File: src/include/sto_eval_consts.vh
// register offsets, field positions, reset values and timing for the torque-off evaluator
`ifndef STO_EVAL_CONSTS_VH
`define STO_EVAL_CONSTS_VH

`define OFS_PW_ENTRY    8'h00
`define OFS_NEW_PW      8'h04
`define OFS_CONFIRM_PW  8'h08
`define OFS_COMM_FILTER 8'h0c
`define OFS_DRIVE_RST   8'h10
`define OFS_SAFETY_EN   8'h14
`define OFS_TOL_TIME    8'h18
`define OFS_FS_DEB      8'h1c
`define OFS_STD_DEB     8'h20
`define OFS_STATUS      8'h24
`define OFS_IRQ_STATUS  8'h28
`define OFS_IRQ_MASK    8'h2c
`define OFS_CHG_LIMIT   8'h30

`define ST_TORQUE_OFF   0
`define ST_CH_A         1
`define ST_CH_B         2
`define ST_UNLOCKED     3
`define ST_RST_BUSY     4
`define ST_MISMATCH     5

`define IRQ_DISC_FAULT  0
`define IRQ_CHG_FAULT   1
`define IRQ_WR_REJECT   2
`define IRQ_STO_SELECT  3

`define RST_PW_ENTRY    32'h0000_0000
`define RST_PW_STORED   32'h0000_0000
`define RST_COMM_FILTER 8'h00
`define COMM_READY      8'h00
`define COMM_SAFETY     8'h5f
`define DRV_RST_IDLE    8'h00
`define DRV_RST_SAFETY  8'h05
`define RST_SAFETY_EN   1'b0
`define RST_TOL_MS      16'h01f4
`define RST_FS_DEB_MS   16'h0001
`define RST_STD_DEB_MS  16'h0004
`define RST_CHG_LIMIT   8'h08
`define RST_IRQ_MASK    4'h0

`define MS_TIME_NS      1000000
`define CLK_PERIOD_NS   4
`define CHG_WINDOW_MS   16'h0064
`define RST_CYCLES      3'h4

`endif

File: src/logic/safe_torque_off_input_eval.v
// two-channel fail-safe input evaluator for safe torque off, with apb settings
// Operation
// - safety settings change only after correct password
// - entry resets zero, passwords 1..ffffffff
// - filter 0 ready, 95 safety commissioning
// - writing 5 resets safety settings, self-clears
// - factory reset leaves standard settings alone
// - enable resets 0; 1 enables terminal functions
// - status bit high while torque off
// - compare both channels continuously
// - tolerate mismatch up to tolerance time
// - persistent mismatch reports wiring fault
// - high-to-low on either channel selects torque off
// - suppress changes shorter than debounce time
// - selection waits for debounce time
// - too many changes per window faults
// - standard and fail-safe debounce independent
// - torque removed and brake closed
`include "sto_eval_consts.vh"
`timescale 1ns/100ps

module safe_torque_off_input_eval #(
  parameter MS_CYCLES = `MS_TIME_NS / `CLK_PERIOD_NS
) (
  input  wire        pclk,
  input  wire        presetn,
  input  wire        psel,
  input  wire        penable,
  input  wire        pwrite,
  input  wire [7:0]  paddr,
  input  wire [31:0] pwdata,
  output wire [31:0] prdata,
  output wire        pready,
  output wire        pslverr,
  input  wire        fs_in_a,
  input  wire        fs_in_b,
  input  wire        std_din,
  output wire        std_din_filtered,
  output wire        torque_off_active_flag,
  output wire        torque_enable,
  output wire        brake_close,
  output wire        irq
);

  localparam RS_IDLE = 1'b0;
  localparam RS_BUSY = 1'b1;

  reg  [31:0] prdata_reg;
  reg         pready_reg;
  reg         pslverr_reg;
  reg  [2:0]  sync1_reg;
  reg  [2:0]  sync2_reg;
  reg  [1:0]  prev_reg;
  reg  [31:0] tick_cnt_reg;
  reg         tick_reg;
  reg  [31:0] pw_entry_reg;
  reg  [31:0] pw_stored_reg;
  reg  [31:0] new_pw_reg;
  reg  [7:0]  comm_reg;
  reg  [7:0]  drv_rst_reg;
  reg         rs_state_reg;
  reg  [2:0]  rs_cnt_reg;
  reg         enable_reg;
  reg  [15:0] tol_reg;
  reg  [15:0] fs_deb_reg;
  reg  [15:0] std_deb_reg;
  reg  [7:0]  chg_lim_reg;
  reg  [3:0]  irq_st_reg;
  reg  [3:0]  irq_mask_reg;
  reg  [15:0] disc_cnt_reg;
  reg  [15:0] win_cnt_reg;
  reg  [7:0]  chg_cnt_reg;
  reg         sto_reg;
  reg         torque_en_reg;
  reg         brake_reg;
  reg         irq_reg;
  reg  [31:0] rdata;
  reg         err;
  reg  [3:0]  irq_next;
  reg  [7:0]  chg_next;
  reg         sto_next;

  wire [2:0]  filt;
  wire        capture;
  wire        wr_do;
  wire        wr_rej;
  wire        unlocked;
  wire        safety_ok;
  wire        mismatch;
  wire        disc_ev;
  wire        chg_ev;
  wire [1:0]  edges;

  function hit;
    input [7:0] a;
    input [7:0] ofs;
    begin
      hit = (a == ofs);
    end
  endfunction

  assign prdata                 = prdata_reg;
  assign pready                 = pready_reg;
  assign pslverr                = pslverr_reg;
  assign std_din_filtered       = filt[2];
  assign torque_off_active_flag = sto_reg;
  assign torque_enable          = torque_en_reg;
  assign brake_close            = brake_reg;
  assign irq                    = irq_reg;

  // apb: one wait state, answer on second access cycle
  assign capture = psel & penable & ~pready_reg;
  assign wr_do   = psel & penable & pready_reg & pwrite & ~err;
  assign wr_rej  = psel & penable & pready_reg & pwrite & err;

  // factory stored value means no password set
  assign unlocked  = (pw_stored_reg == `RST_PW_STORED) || (pw_entry_reg == pw_stored_reg);
  assign safety_ok = unlocked && (comm_reg == `COMM_SAFETY);

  always @(posedge pclk or negedge presetn) begin
    if (!presetn) begin
      pready_reg  <= 1'b0;
      pslverr_reg <= 1'b0;
      prdata_reg  <= 32'h0000_0000;
    end else begin
      pready_reg  <= capture;
      pslverr_reg <= capture & err;
      if (capture) begin
        prdata_reg <= pwrite ? 32'h0000_0000 : rdata;
      end
    end
  end

  always @* begin
    err = 1'b0;
    if (hit(paddr, `OFS_PW_ENTRY)) begin
      err = 1'b0;
    end else if (hit(paddr, `OFS_COMM_FILTER)) begin
      err = pwrite && (pwdata != {24'h0, `COMM_READY}) && (pwdata != {24'h0, `COMM_SAFETY});
    end else if (hit(paddr, `OFS_NEW_PW)) begin
      err = pwrite && !safety_ok;
    end else if (hit(paddr, `OFS_CONFIRM_PW)) begin
      err = pwrite && (!safety_ok || (pwdata != new_pw_reg) || (pwdata == 32'h0000_0000));
    end else if (hit(paddr, `OFS_DRIVE_RST)) begin
      err = pwrite && (pwdata != {24'h0, `DRV_RST_IDLE}) &&
            ((pwdata != {24'h0, `DRV_RST_SAFETY}) || !safety_ok || (rs_state_reg == RS_BUSY));
    end else if (hit(paddr, `OFS_SAFETY_EN) || hit(paddr, `OFS_TOL_TIME) ||
                 hit(paddr, `OFS_FS_DEB) || hit(paddr, `OFS_CHG_LIMIT)) begin
      err = pwrite && (!safety_ok || (rs_state_reg == RS_BUSY));
    end else if (hit(paddr, `OFS_STD_DEB) || hit(paddr, `OFS_IRQ_STATUS) ||
                 hit(paddr, `OFS_IRQ_MASK)) begin
      err = 1'b0;
    end else if (hit(paddr, `OFS_STATUS)) begin
      err = pwrite;
    end else begin
      err = 1'b1;
    end
  end

  always @* begin
    rdata = 32'h0000_0000;
    if (hit(paddr, `OFS_COMM_FILTER)) begin
      rdata = {24'h0, comm_reg};
    end else if (hit(paddr, `OFS_DRIVE_RST)) begin
      rdata = {24'h0, drv_rst_reg};
    end else if (hit(paddr, `OFS_SAFETY_EN)) begin
      rdata = {31'h0, enable_reg};
    end else if (hit(paddr, `OFS_TOL_TIME)) begin
      rdata = {16'h0, tol_reg};
    end else if (hit(paddr, `OFS_FS_DEB)) begin
      rdata = {16'h0, fs_deb_reg};
    end else if (hit(paddr, `OFS_STD_DEB)) begin
      rdata = {16'h0, std_deb_reg};
    end else if (hit(paddr, `OFS_STATUS)) begin
      rdata[`ST_TORQUE_OFF] = sto_reg;
      rdata[`ST_CH_A]       = filt[0];
      rdata[`ST_CH_B]       = filt[1];
      rdata[`ST_UNLOCKED]   = unlocked;
      rdata[`ST_RST_BUSY]   = (rs_state_reg == RS_BUSY);
      rdata[`ST_MISMATCH]   = mismatch;
    end else if (hit(paddr, `OFS_IRQ_STATUS)) begin
      rdata = {28'h0, irq_st_reg};
    end else if (hit(paddr, `OFS_IRQ_MASK)) begin
      rdata = {28'h0, irq_mask_reg};
    end else if (hit(paddr, `OFS_CHG_LIMIT)) begin
      rdata = {24'h0, chg_lim_reg};
    end
  end

  // password and settings, factory reset sequence
  always @(posedge pclk or negedge presetn) begin
    if (!presetn) begin
      pw_entry_reg  <= `RST_PW_ENTRY;
      pw_stored_reg <= `RST_PW_STORED;
      new_pw_reg    <= 32'h0000_0000;
      comm_reg      <= `RST_COMM_FILTER;
      drv_rst_reg   <= `DRV_RST_IDLE;
      rs_state_reg  <= RS_IDLE;
      rs_cnt_reg    <= 3'h0;
      enable_reg    <= `RST_SAFETY_EN;
      tol_reg       <= `RST_TOL_MS;
      fs_deb_reg    <= `RST_FS_DEB_MS;
      std_deb_reg   <= `RST_STD_DEB_MS;
      chg_lim_reg   <= `RST_CHG_LIMIT;
      irq_mask_reg  <= `RST_IRQ_MASK;
    end else begin
      if (wr_do) begin
        if (hit(paddr, `OFS_PW_ENTRY)) begin
          pw_entry_reg <= pwdata;
        end else if (hit(paddr, `OFS_NEW_PW)) begin
          new_pw_reg <= pwdata;
        end else if (hit(paddr, `OFS_CONFIRM_PW)) begin
          pw_stored_reg <= pwdata;
          pw_entry_reg  <= pwdata;
        end else if (hit(paddr, `OFS_COMM_FILTER)) begin
          comm_reg <= pwdata[7:0];
        end else if (hit(paddr, `OFS_SAFETY_EN)) begin
          enable_reg <= pwdata[0];
        end else if (hit(paddr, `OFS_TOL_TIME)) begin
          tol_reg <= pwdata[15:0];
        end else if (hit(paddr, `OFS_FS_DEB)) begin
          fs_deb_reg <= pwdata[15:0];
        end else if (hit(paddr, `OFS_STD_DEB)) begin
          std_deb_reg <= pwdata[15:0];
        end else if (hit(paddr, `OFS_IRQ_MASK)) begin
          irq_mask_reg <= pwdata[3:0];
        end else if (hit(paddr, `OFS_CHG_LIMIT)) begin
          chg_lim_reg <= pwdata[7:0];
        end
      end
      case (rs_state_reg)
        RS_IDLE: begin
          if (wr_do && hit(paddr, `OFS_DRIVE_RST) && (pwdata[7:0] == `DRV_RST_SAFETY)) begin
            drv_rst_reg  <= `DRV_RST_SAFETY;
            rs_cnt_reg   <= 3'h0;
            rs_state_reg <= RS_BUSY;
          end
        end
        RS_BUSY: begin
          if (rs_cnt_reg == `RST_CYCLES - 3'h1) begin
            // safety settings only; standard debounce kept
            enable_reg   <= `RST_SAFETY_EN;
            tol_reg      <= `RST_TOL_MS;
            fs_deb_reg   <= `RST_FS_DEB_MS;
            chg_lim_reg  <= `RST_CHG_LIMIT;
            drv_rst_reg  <= `DRV_RST_IDLE;
            rs_state_reg <= RS_IDLE;
          end else begin
            rs_cnt_reg <= rs_cnt_reg + 3'h1;
          end
        end
        default: begin
          rs_state_reg <= RS_IDLE;
        end
      endcase
    end
  end

  // pin synchronisers and millisecond tick
  always @(posedge pclk or negedge presetn) begin
    if (!presetn) begin
      sync1_reg    <= 3'h0;
      sync2_reg    <= 3'h0;
      prev_reg     <= 2'h0;
      tick_cnt_reg <= 32'h0000_0000;
      tick_reg     <= 1'b0;
    end else begin
      sync1_reg <= {std_din, fs_in_b, fs_in_a};
      sync2_reg <= sync1_reg;
      prev_reg  <= sync2_reg[1:0];
      if (tick_cnt_reg == MS_CYCLES - 1) begin
        tick_cnt_reg <= 32'h0000_0000;
        tick_reg     <= 1'b1;
      end else begin
        tick_cnt_reg <= tick_cnt_reg + 32'h1;
        tick_reg     <= 1'b0;
      end
    end
  end

  // debounce: level taken only after stable for its own time
  genvar i;
  generate
    for (i = 0; i < 3; i = i + 1) begin : deb
      wire [15:0] deb_t = (i == 2) ? std_deb_reg : fs_deb_reg;
      reg         filt_reg;
      reg  [15:0] cnt_reg;
      assign filt[i] = filt_reg;
      always @(posedge pclk or negedge presetn) begin
        if (!presetn) begin
          filt_reg <= 1'b0;
          cnt_reg  <= 16'h0000;
        end else if (sync2_reg[i] == filt_reg) begin
          cnt_reg <= 16'h0000;
        end else if (cnt_reg >= deb_t) begin
          filt_reg <= sync2_reg[i];
          cnt_reg  <= 16'h0000;
        end else if (tick_reg) begin
          cnt_reg <= cnt_reg + 16'h1;
        end
      end
    end
  endgenerate

  // discrepancy and change-rate monitoring
  assign mismatch = filt[0] ^ filt[1];
  assign disc_ev  = mismatch && (disc_cnt_reg > tol_reg);
  assign edges    = sync2_reg[1:0] ^ prev_reg;
  assign chg_ev   = chg_cnt_reg > chg_lim_reg;

  always @* begin
    chg_next = chg_cnt_reg;
    if (tick_reg && (win_cnt_reg == `CHG_WINDOW_MS - 16'h1)) begin
      chg_next = 8'h00;
    end
    if ((chg_next != 8'hff) && (edges != 2'h0)) begin
      chg_next = chg_next + {7'h0, edges[0]} + {7'h0, edges[1]};
      if (chg_next < chg_cnt_reg) begin
        chg_next = 8'hff;
      end
    end
  end

  always @(posedge pclk or negedge presetn) begin
    if (!presetn) begin
      disc_cnt_reg <= 16'h0000;
      win_cnt_reg  <= 16'h0000;
      chg_cnt_reg  <= 8'h00;
    end else begin
      if (!mismatch) begin
        disc_cnt_reg <= 16'h0000;
      end else if (tick_reg && (disc_cnt_reg != 16'hffff)) begin
        disc_cnt_reg <= disc_cnt_reg + 16'h1;
      end
      if (tick_reg) begin
        if (win_cnt_reg == `CHG_WINDOW_MS - 16'h1) begin
          win_cnt_reg <= 16'h0000;
        end else begin
          win_cnt_reg <= win_cnt_reg + 16'h1;
        end
      end
      chg_cnt_reg <= chg_next;
    end
  end

  // torque-off decision; faults hold it until cleared
  always @* begin
    if (!enable_reg) begin
      sto_next = 1'b0;
    end else begin
      sto_next = ~filt[0] | ~filt[1] | irq_st_reg[`IRQ_DISC_FAULT] |
                 irq_st_reg[`IRQ_CHG_FAULT];
    end
  end

  always @* begin
    irq_next = irq_st_reg;
    if (wr_do && hit(paddr, `OFS_IRQ_STATUS)) begin
      irq_next = irq_st_reg & ~pwdata[3:0];
    end
    // new events win over a clear in the same cycle
    irq_next[`IRQ_DISC_FAULT] = irq_next[`IRQ_DISC_FAULT] | (enable_reg & disc_ev);
    irq_next[`IRQ_CHG_FAULT]  = irq_next[`IRQ_CHG_FAULT] | (enable_reg & chg_ev);
    irq_next[`IRQ_WR_REJECT]  = irq_next[`IRQ_WR_REJECT] | wr_rej;
    irq_next[`IRQ_STO_SELECT] = irq_next[`IRQ_STO_SELECT] | (sto_next & ~sto_reg);
  end

  always @(posedge pclk or negedge presetn) begin
    if (!presetn) begin
      irq_st_reg    <= 4'h0;
      irq_reg       <= 1'b0;
      sto_reg       <= 1'b0;
      torque_en_reg <= 1'b0;
      brake_reg     <= 1'b1;
    end else begin
      irq_st_reg    <= irq_next;
      irq_reg       <= |(irq_next & irq_mask_reg);
      sto_reg       <= sto_next;
      torque_en_reg <= ~sto_next;
      brake_reg     <= sto_next;
    end
  end

endmodule

File: config.mk
export PLATFORM = sky130hd
export DESIGN_NAME = safe_torque_off_input_eval
export DESIGN_NICKNAME = d
export VERILOG_FILES = /design/src/logic/safe_torque_off_input_eval.v
export VERILOG_INCLUDE_DIRS = /design/src /design/src/include
export SDC_FILE = /design/constraint.sdc
export NUM_CORES = 1
export LEC_CHECK = 0
export BUFFER_PORTS_ARGS = -buffer_cell sky130_fd_sc_hd__buf_4
export CAP_MARGIN = 20
export CORE_UTILIZATION = 55
export CTS_BUF_LIST = sky130_fd_sc_hd__clkbuf_4
export CTS_CLUSTER_DIAMETER = 40
export DETAILED_ROUTE_END_ITERATION = 10
export PLACE_DENSITY = 0.73
export SYNTH_ARGS = -nofsm -noshare
export SYNTH_HDL_FRONTEND = slang
export SYNTH_SLANG_ARGS = --single-unit
File: constraint.sdc
create_clock -name pclk -period 4.1 [get_ports pclk]
set_input_delay 0.41 -clock pclk [delete_from_list [all_inputs] [get_ports pclk]]
set_output_delay 0.41 -clock pclk [all_outputs]
set_load 0.02 [all_outputs]
* Word level (Yosys, flattened, before mapping)
Cells that the tools add are included.
Operators by class: add/sub/neg operators 9, $lt $le $gt $ge 6, equality and inequality tests 31, muxes and demuxes 91, bitwise logic cells 40, reduce and logical (&&, ||, !) cells 47
Operators with widths (number):
- $mux 16 | 31
- $mux 32 | 13
- $mux 8 | 19
- $add 16x1->16 const B | 5
- $logic_not 32->1 | 2
- $ge 16x16->1 | 3
- $eq 8x6->1 const B | 5
- $add 32x1->32 const B | 1
- $eq 32x18->1 const B | 1
- $eq 32x32->1 | 1
- $eq 8x5->1 const B | 4
- $ne 32x3->1 const B | 1
- $ne 32x32->1 | 1
- $ne 32x7->1 const B | 1
- $reduce_bool 32->1 | 1
- $mux 26 | 1
- $mux 1 | 20
- $not 1->1 | 18
- $add 8x1->8 | 2
- $eq 16x7->1 const B | 1
- $eq 8x3->1 const B | 2
- $eq 8x4->1 const B | 2
- $gt 16x16->1 | 1
- $ne 16x16->1 const B | 1
- other kinds (34) | 87
Word-level totals: flip-flop bits (word level) 351, output and inout port bits 39

* Depth between registers and ports, before layout
depth in word-level cells 19, depth in mapped cells 16, mapped depth without buffers 16

* Worst setup path before layout
Ideal clock, no wire load.
path type reg2reg, from register win_cnt_reg[4], to register chg_cnt_reg[7], setup time 0.119 ns, arrival 3.492 ns, data required time 3.981 ns, path slack 0.489 ns, cell stages (with the launch flop) 16, clock period less this slack 3.611 ns, cells stage by stage dfrtp_1 or4_1 or4_1 nand2_1 fa_1 inv_1 ha_1 ha_1 a21boi_0 o21a_1 o21a_1 o21a_1 o21ai_0 a211o_1 nand2b_1 o21a_1
On the way: longest elaborated chain between the ends 8, elaborated cells on any way between the ends 10, those cells by class add/sub: 2; order compare: 1; eq/ne: 2; mux: 3; reduce/logical: 2
RTL lines:
- start, declared | line safe_torque_off_input_eval.v:71 | reg [15:0] win_cnt_reg;
- start signal, assigned | line safe_torque_off_input_eval.v:339 | win_cnt_reg <= win_cnt_reg + 16'h1;
- $eq 16x7->1 (*) | line safe_torque_off_input_eval.v:313 | if (tick_reg && (win_cnt_reg == `CHG_WINDOW_MS - 16'h1)) begin
- $logic_and 1x1->1 (*) | line safe_torque_off_input_eval.v:313
- $mux 8 (*) | line safe_torque_off_input_eval.v:313
- $add 8x1->8 (2 in a row) | line safe_torque_off_input_eval.v:317 | chg_next = chg_next + {7'h0, edges[0]} + {7'h0, edges[1]};
- $lt 8x8->1 | line safe_torque_off_input_eval.v:318 | if (chg_next < chg_cnt_reg) begin
- $mux 8 | line safe_torque_off_input_eval.v:318
- $mux 8 (*) | line safe_torque_off_input_eval.v:316 | if ((chg_next != 8'hff) && (edges != 2'h0)) begin
- net chg_next[7] | line safe_torque_off_input_eval.v:80 | reg [7:0] chg_next;
- end signal, assigned | line safe_torque_off_input_eval.v:342 | chg_cnt_reg <= chg_next;
- end, declared | line safe_torque_off_input_eval.v:72 | reg [7:0] chg_cnt_reg;
Mark *: on every way through the listed nets, which the timed path passes. The rest lies on a longest branch. A chain may end at the register's enable or synchronous reset.

* Final worst setup path
from register win_cnt_reg[4], to register chg_cnt_reg[2]
Same word-level chain as after synthesis.

==> results.json <==
{
  "remaining_drc_errors": 0,
  "largest_reg_flops": 48,
  "synthFlopType": "dfrtp_1",
  "yosysSeqAreaShare_pct": 46.57,
  "clk_latency_ns": 0.77,
  "routedWlPerCell_um": 19.45,
  "critPathLaunchType": "flip-flop",
  "antenna_found_initial": 1,
  "grt_start_max_net_pins": 112,
  "clockRootBuffer": "clkbuf_4",
  "async_flop_share_pct": 100.0,
  "path_class": "reg2reg",
  "start_util_pct": 55.94,
  "power_density_nw_per_um2": 355.5,
  "clk_pin_slew_worst_paths_ns": 0.08,
  "grt_pass1_vias": 13072,
  "die-width_um": 181.2,
  "syn-instance-count": 1646,
  "finalHoldWorstSlack_ns": 0.04717,
  "instances_no_fill": 2256,
  "drt_iter0_drc": 1033,
  "leakagePower_nw": 9.439,
  "drt_wl_total_mm": 43.88,
  "place_congestion": 0.9255,
  "grt_overflow_total": 0,
  "post-route-period-util_pct": 95.21,
  "dp_hpwl_mm": 30.37,
  "cts_max_level": 3,
  "fin_tns_setup_ns": 0,
  "syn_area_per_cell_um2": 10.72,
  "period_minus_slack_ns": 3.904,
  "status": "finished, final reports clean",
  "critPathCaptureType": "flip-flop",
  "ios": 87,
  "clock_skew_ns": 0.04558,
  "num_rows": 65,
  "dr.pass1.iters": 7,
  "coreArea_um2": 31560,
  "die-area_um2": 32820,
  "worst_pin_slew_ns": 1.013,
  "irDropWorstVdd_mv": 0.3108,
  "p_sw_mw": 1.890,
  "yosysWarnings": 0,
  "syn_to_final_growth_pct": 13.08,
  "maxCapViolations": 0,
  "dp_cells": 2071,
  "arrival_ns": 4.56,
  "pwr-share-clk_pct": 42.3,
  "fin_total_pwr_mw": 7.097,
  "clock.fmax_mhz": 256.2,
  "chipHeight_um": 181.2,
  "grt_pass1_wl_mm": 70.32,
  "clockBufferDepth": 3,
  "yosysUniqueCellTypes": 66,
  "drive_gt1_share_pct": 20.84,
  "clock_sinks": 328,
  "io_buffers": 70,
  "cts_buffers": 88,
  "finalHoldViolCount": 0,
  "ys_ff_latch": 328,
  "p_sw_share_pct": 26.63,
  "path_max_fanout": 7,
  "post-place-ws_ns": 0.1834,
  "drt-vias-per-instance": 5.805,
  "layout.nets": 1926,
  "seq_power_share_pct": 46.8,
  "route.vias.total": 13096,
  "cp.required_ns": 4.75,
  "layout_setup_ws_ns": 0.1965,
  "p_comb_share_pct": 10.9,
  "slew_viol_final": 0,
  "finalSetupViolations": 0,
  "detail-route-antenna-nets": 0,
  "slew_headroom_pct": 32.43,
  "cts_tree": "built",
  "synth_edf_count": 0,
  "syn_area_um2": 17650,
  "postCtsSetupRepairBufs": 0,
  "worstHoldPathType": "in2reg",
  "p_int_mw": 5.207,
  "track_usage_pct": 27.39
}
==> cell type report <==
cell class	instances	area [um2]
fillers	2526	11590
multi-input cells	1171	8746
flip-flops and latches	328	8220
repair buffers	117	1021
clock buffers	135	1013
well taps	402	503.0
inverters	82	307.8
clock inverters	19	146.4
diodes	2	5.005
==> cell usage after synthesis (7+ instances only) <==
master	instances	share of area, %
nand2_1	115	2.4
nor2b_1	11	0.39
a222oi_1	12	0.68
inv_1	82	1.7
and2_1	19	0.67
ha_1	89	6.3
xnor2_1	87	4.3
o21ai_0	72	2.0
nor4_1	36	1.3
nand4_1	47	1.7
nand3_1	84	2.4
mux2i_1	7	0.40
nor3_1	28	0.79
o21a_1	7	0.30
a31oi_1	8	0.28
a21oi_1	27	0.77
xor2_1	91	4.5
mux2_2	35	2.2
dfrtp_1	318	45
a211oi_1	8	0.34
buf_4	17	0.72
buf_6	9	0.57
nand2b_1	12	0.43
nor2_1	130	2.8
and3_1	16	0.57
dfstp_2	10	1.5
mux2_4	90	7.7
and4_1	9	0.45
o31ai_1	13	0.55
a21o_1	25	1.1
clkbuf_1	47	1.0
==> power groups by stage <==
stage                     Sequential (mW)  Combinational, mW  Clock [mW]
final                                3.32              0.776        3.00
after global routing                 3.32              0.873        3.24
after CTS                            3.32              0.771        3.08
after detailed placement             3.38              0.745           0
after global placement               3.38              0.725           0
after floorplan                      3.36              0.500           0
==> cells in the final DEF, fill, tap and decap left out, types with 13 or more instances in the layout <==
cell type	instances
dfrtp_1	318
clkbuf_4	135
nor2_1	130
nand2_1	115
xor2_1	91
mux2_4	90
ha_1	89
xnor2_1	87
nand3_1	84
inv_1	82
buf_4	82
o21ai_0	72
nand4_1	47
nor4_1	36
mux2_2	35
dlygate4sd3_1	29
nor3_1	28
a21oi_1	27
a21o_1	25
and2_1	19
and3_1	16
conb_1	16
o31ai_1	13
==> metal layers <==
metal / track usage [%] / part of all wire [%] / up-vias
li1: - / - / 6089
met1: 38.22 / 45 / 6444
met2: 42.14 / 45 / 470
met3: 5.987 / 7.2 / 93
met4: 9.695 / 2.4 / 0
met5: 0 / 0 / -
==> cell families (layout without fill, tap and decap cells) <==
kind of cell | Yosys count | count (layout) | share of synthesized area (%)
AND/OR/NAND/NOR | 539 | 539 | 15.41
flip-flops | 328 | 328 | 46.57
AO/OA/AOI/OAI | 216 | 216 | 8.236
XOR/XNOR | 178 | 178 | 8.831
buffers and inverters | 162 | 353 | 4.231
multiplexers | 132 | 132 | 10.28
adder cells (fa/ha/maj) | 90 | 90 | 6.421
other | 1 | 18 | 0.02124
==> stage by stage <==
step | utilization [%] | instance area, um2
CTS | 63.24 | 19950
global placement | 58.62 | 18500
finish | 63.26 | 19960
floorplan | - | 17710
detailed placement | 58.64 | 18500
global route | 63.26 | 19960
==> final timing paths <==
kind,startpoint,end,slack [ns],cells after the start
hold / removal,pwdata[4],new_pw_reg[4]$_DFFE_PN0P_,0.05,2
setup reg to reg,win_cnt_reg[4]$_DFFE_PN0P_,chg_cnt_reg[2]$_DFF_PN0_,0.20,15
min in group asynchronous,presetn,win_cnt_reg[10]$_DFFE_PN0P_,0.26,2
max in group asynchronous,presetn,pw_entry_reg[30]$_DFFE_PN0P_,2.77,3
hold reg to reg,sync1_reg[1]$_DFF_PN0_,sync2_reg[1]$_DFF_PN0_,0.36,0
setup / recovery,win_cnt_reg[4]$_DFFE_PN0P_,chg_cnt_reg[2]$_DFF_PN0_,0.20,15
==> critical path: stages, from the launching register on <==
cell and delay (ns):
dfrtp_1 0.40, or4_1 0.58, or4_4 0.52, nand2_1 0.13, fa_1 0.20, inv_1 0.05, ha_1 0.29, ha_1 0.27
a21boi_1 0.13, o21a_1 0.16, o21a_1 0.16, o21a_1 0.15, o21ai_0 0.15, a211o_1 0.25, nand2b_1 0.20, a2bb2oi_1 0.17
==> timing repair <==
action	in CTS	in global routing
hold endpoints to repair	184	0
setup endpoints to repair	0	3
hold buffers	29	0
gates resized for setup	0	2
Power figures use the tool's default switching activity.
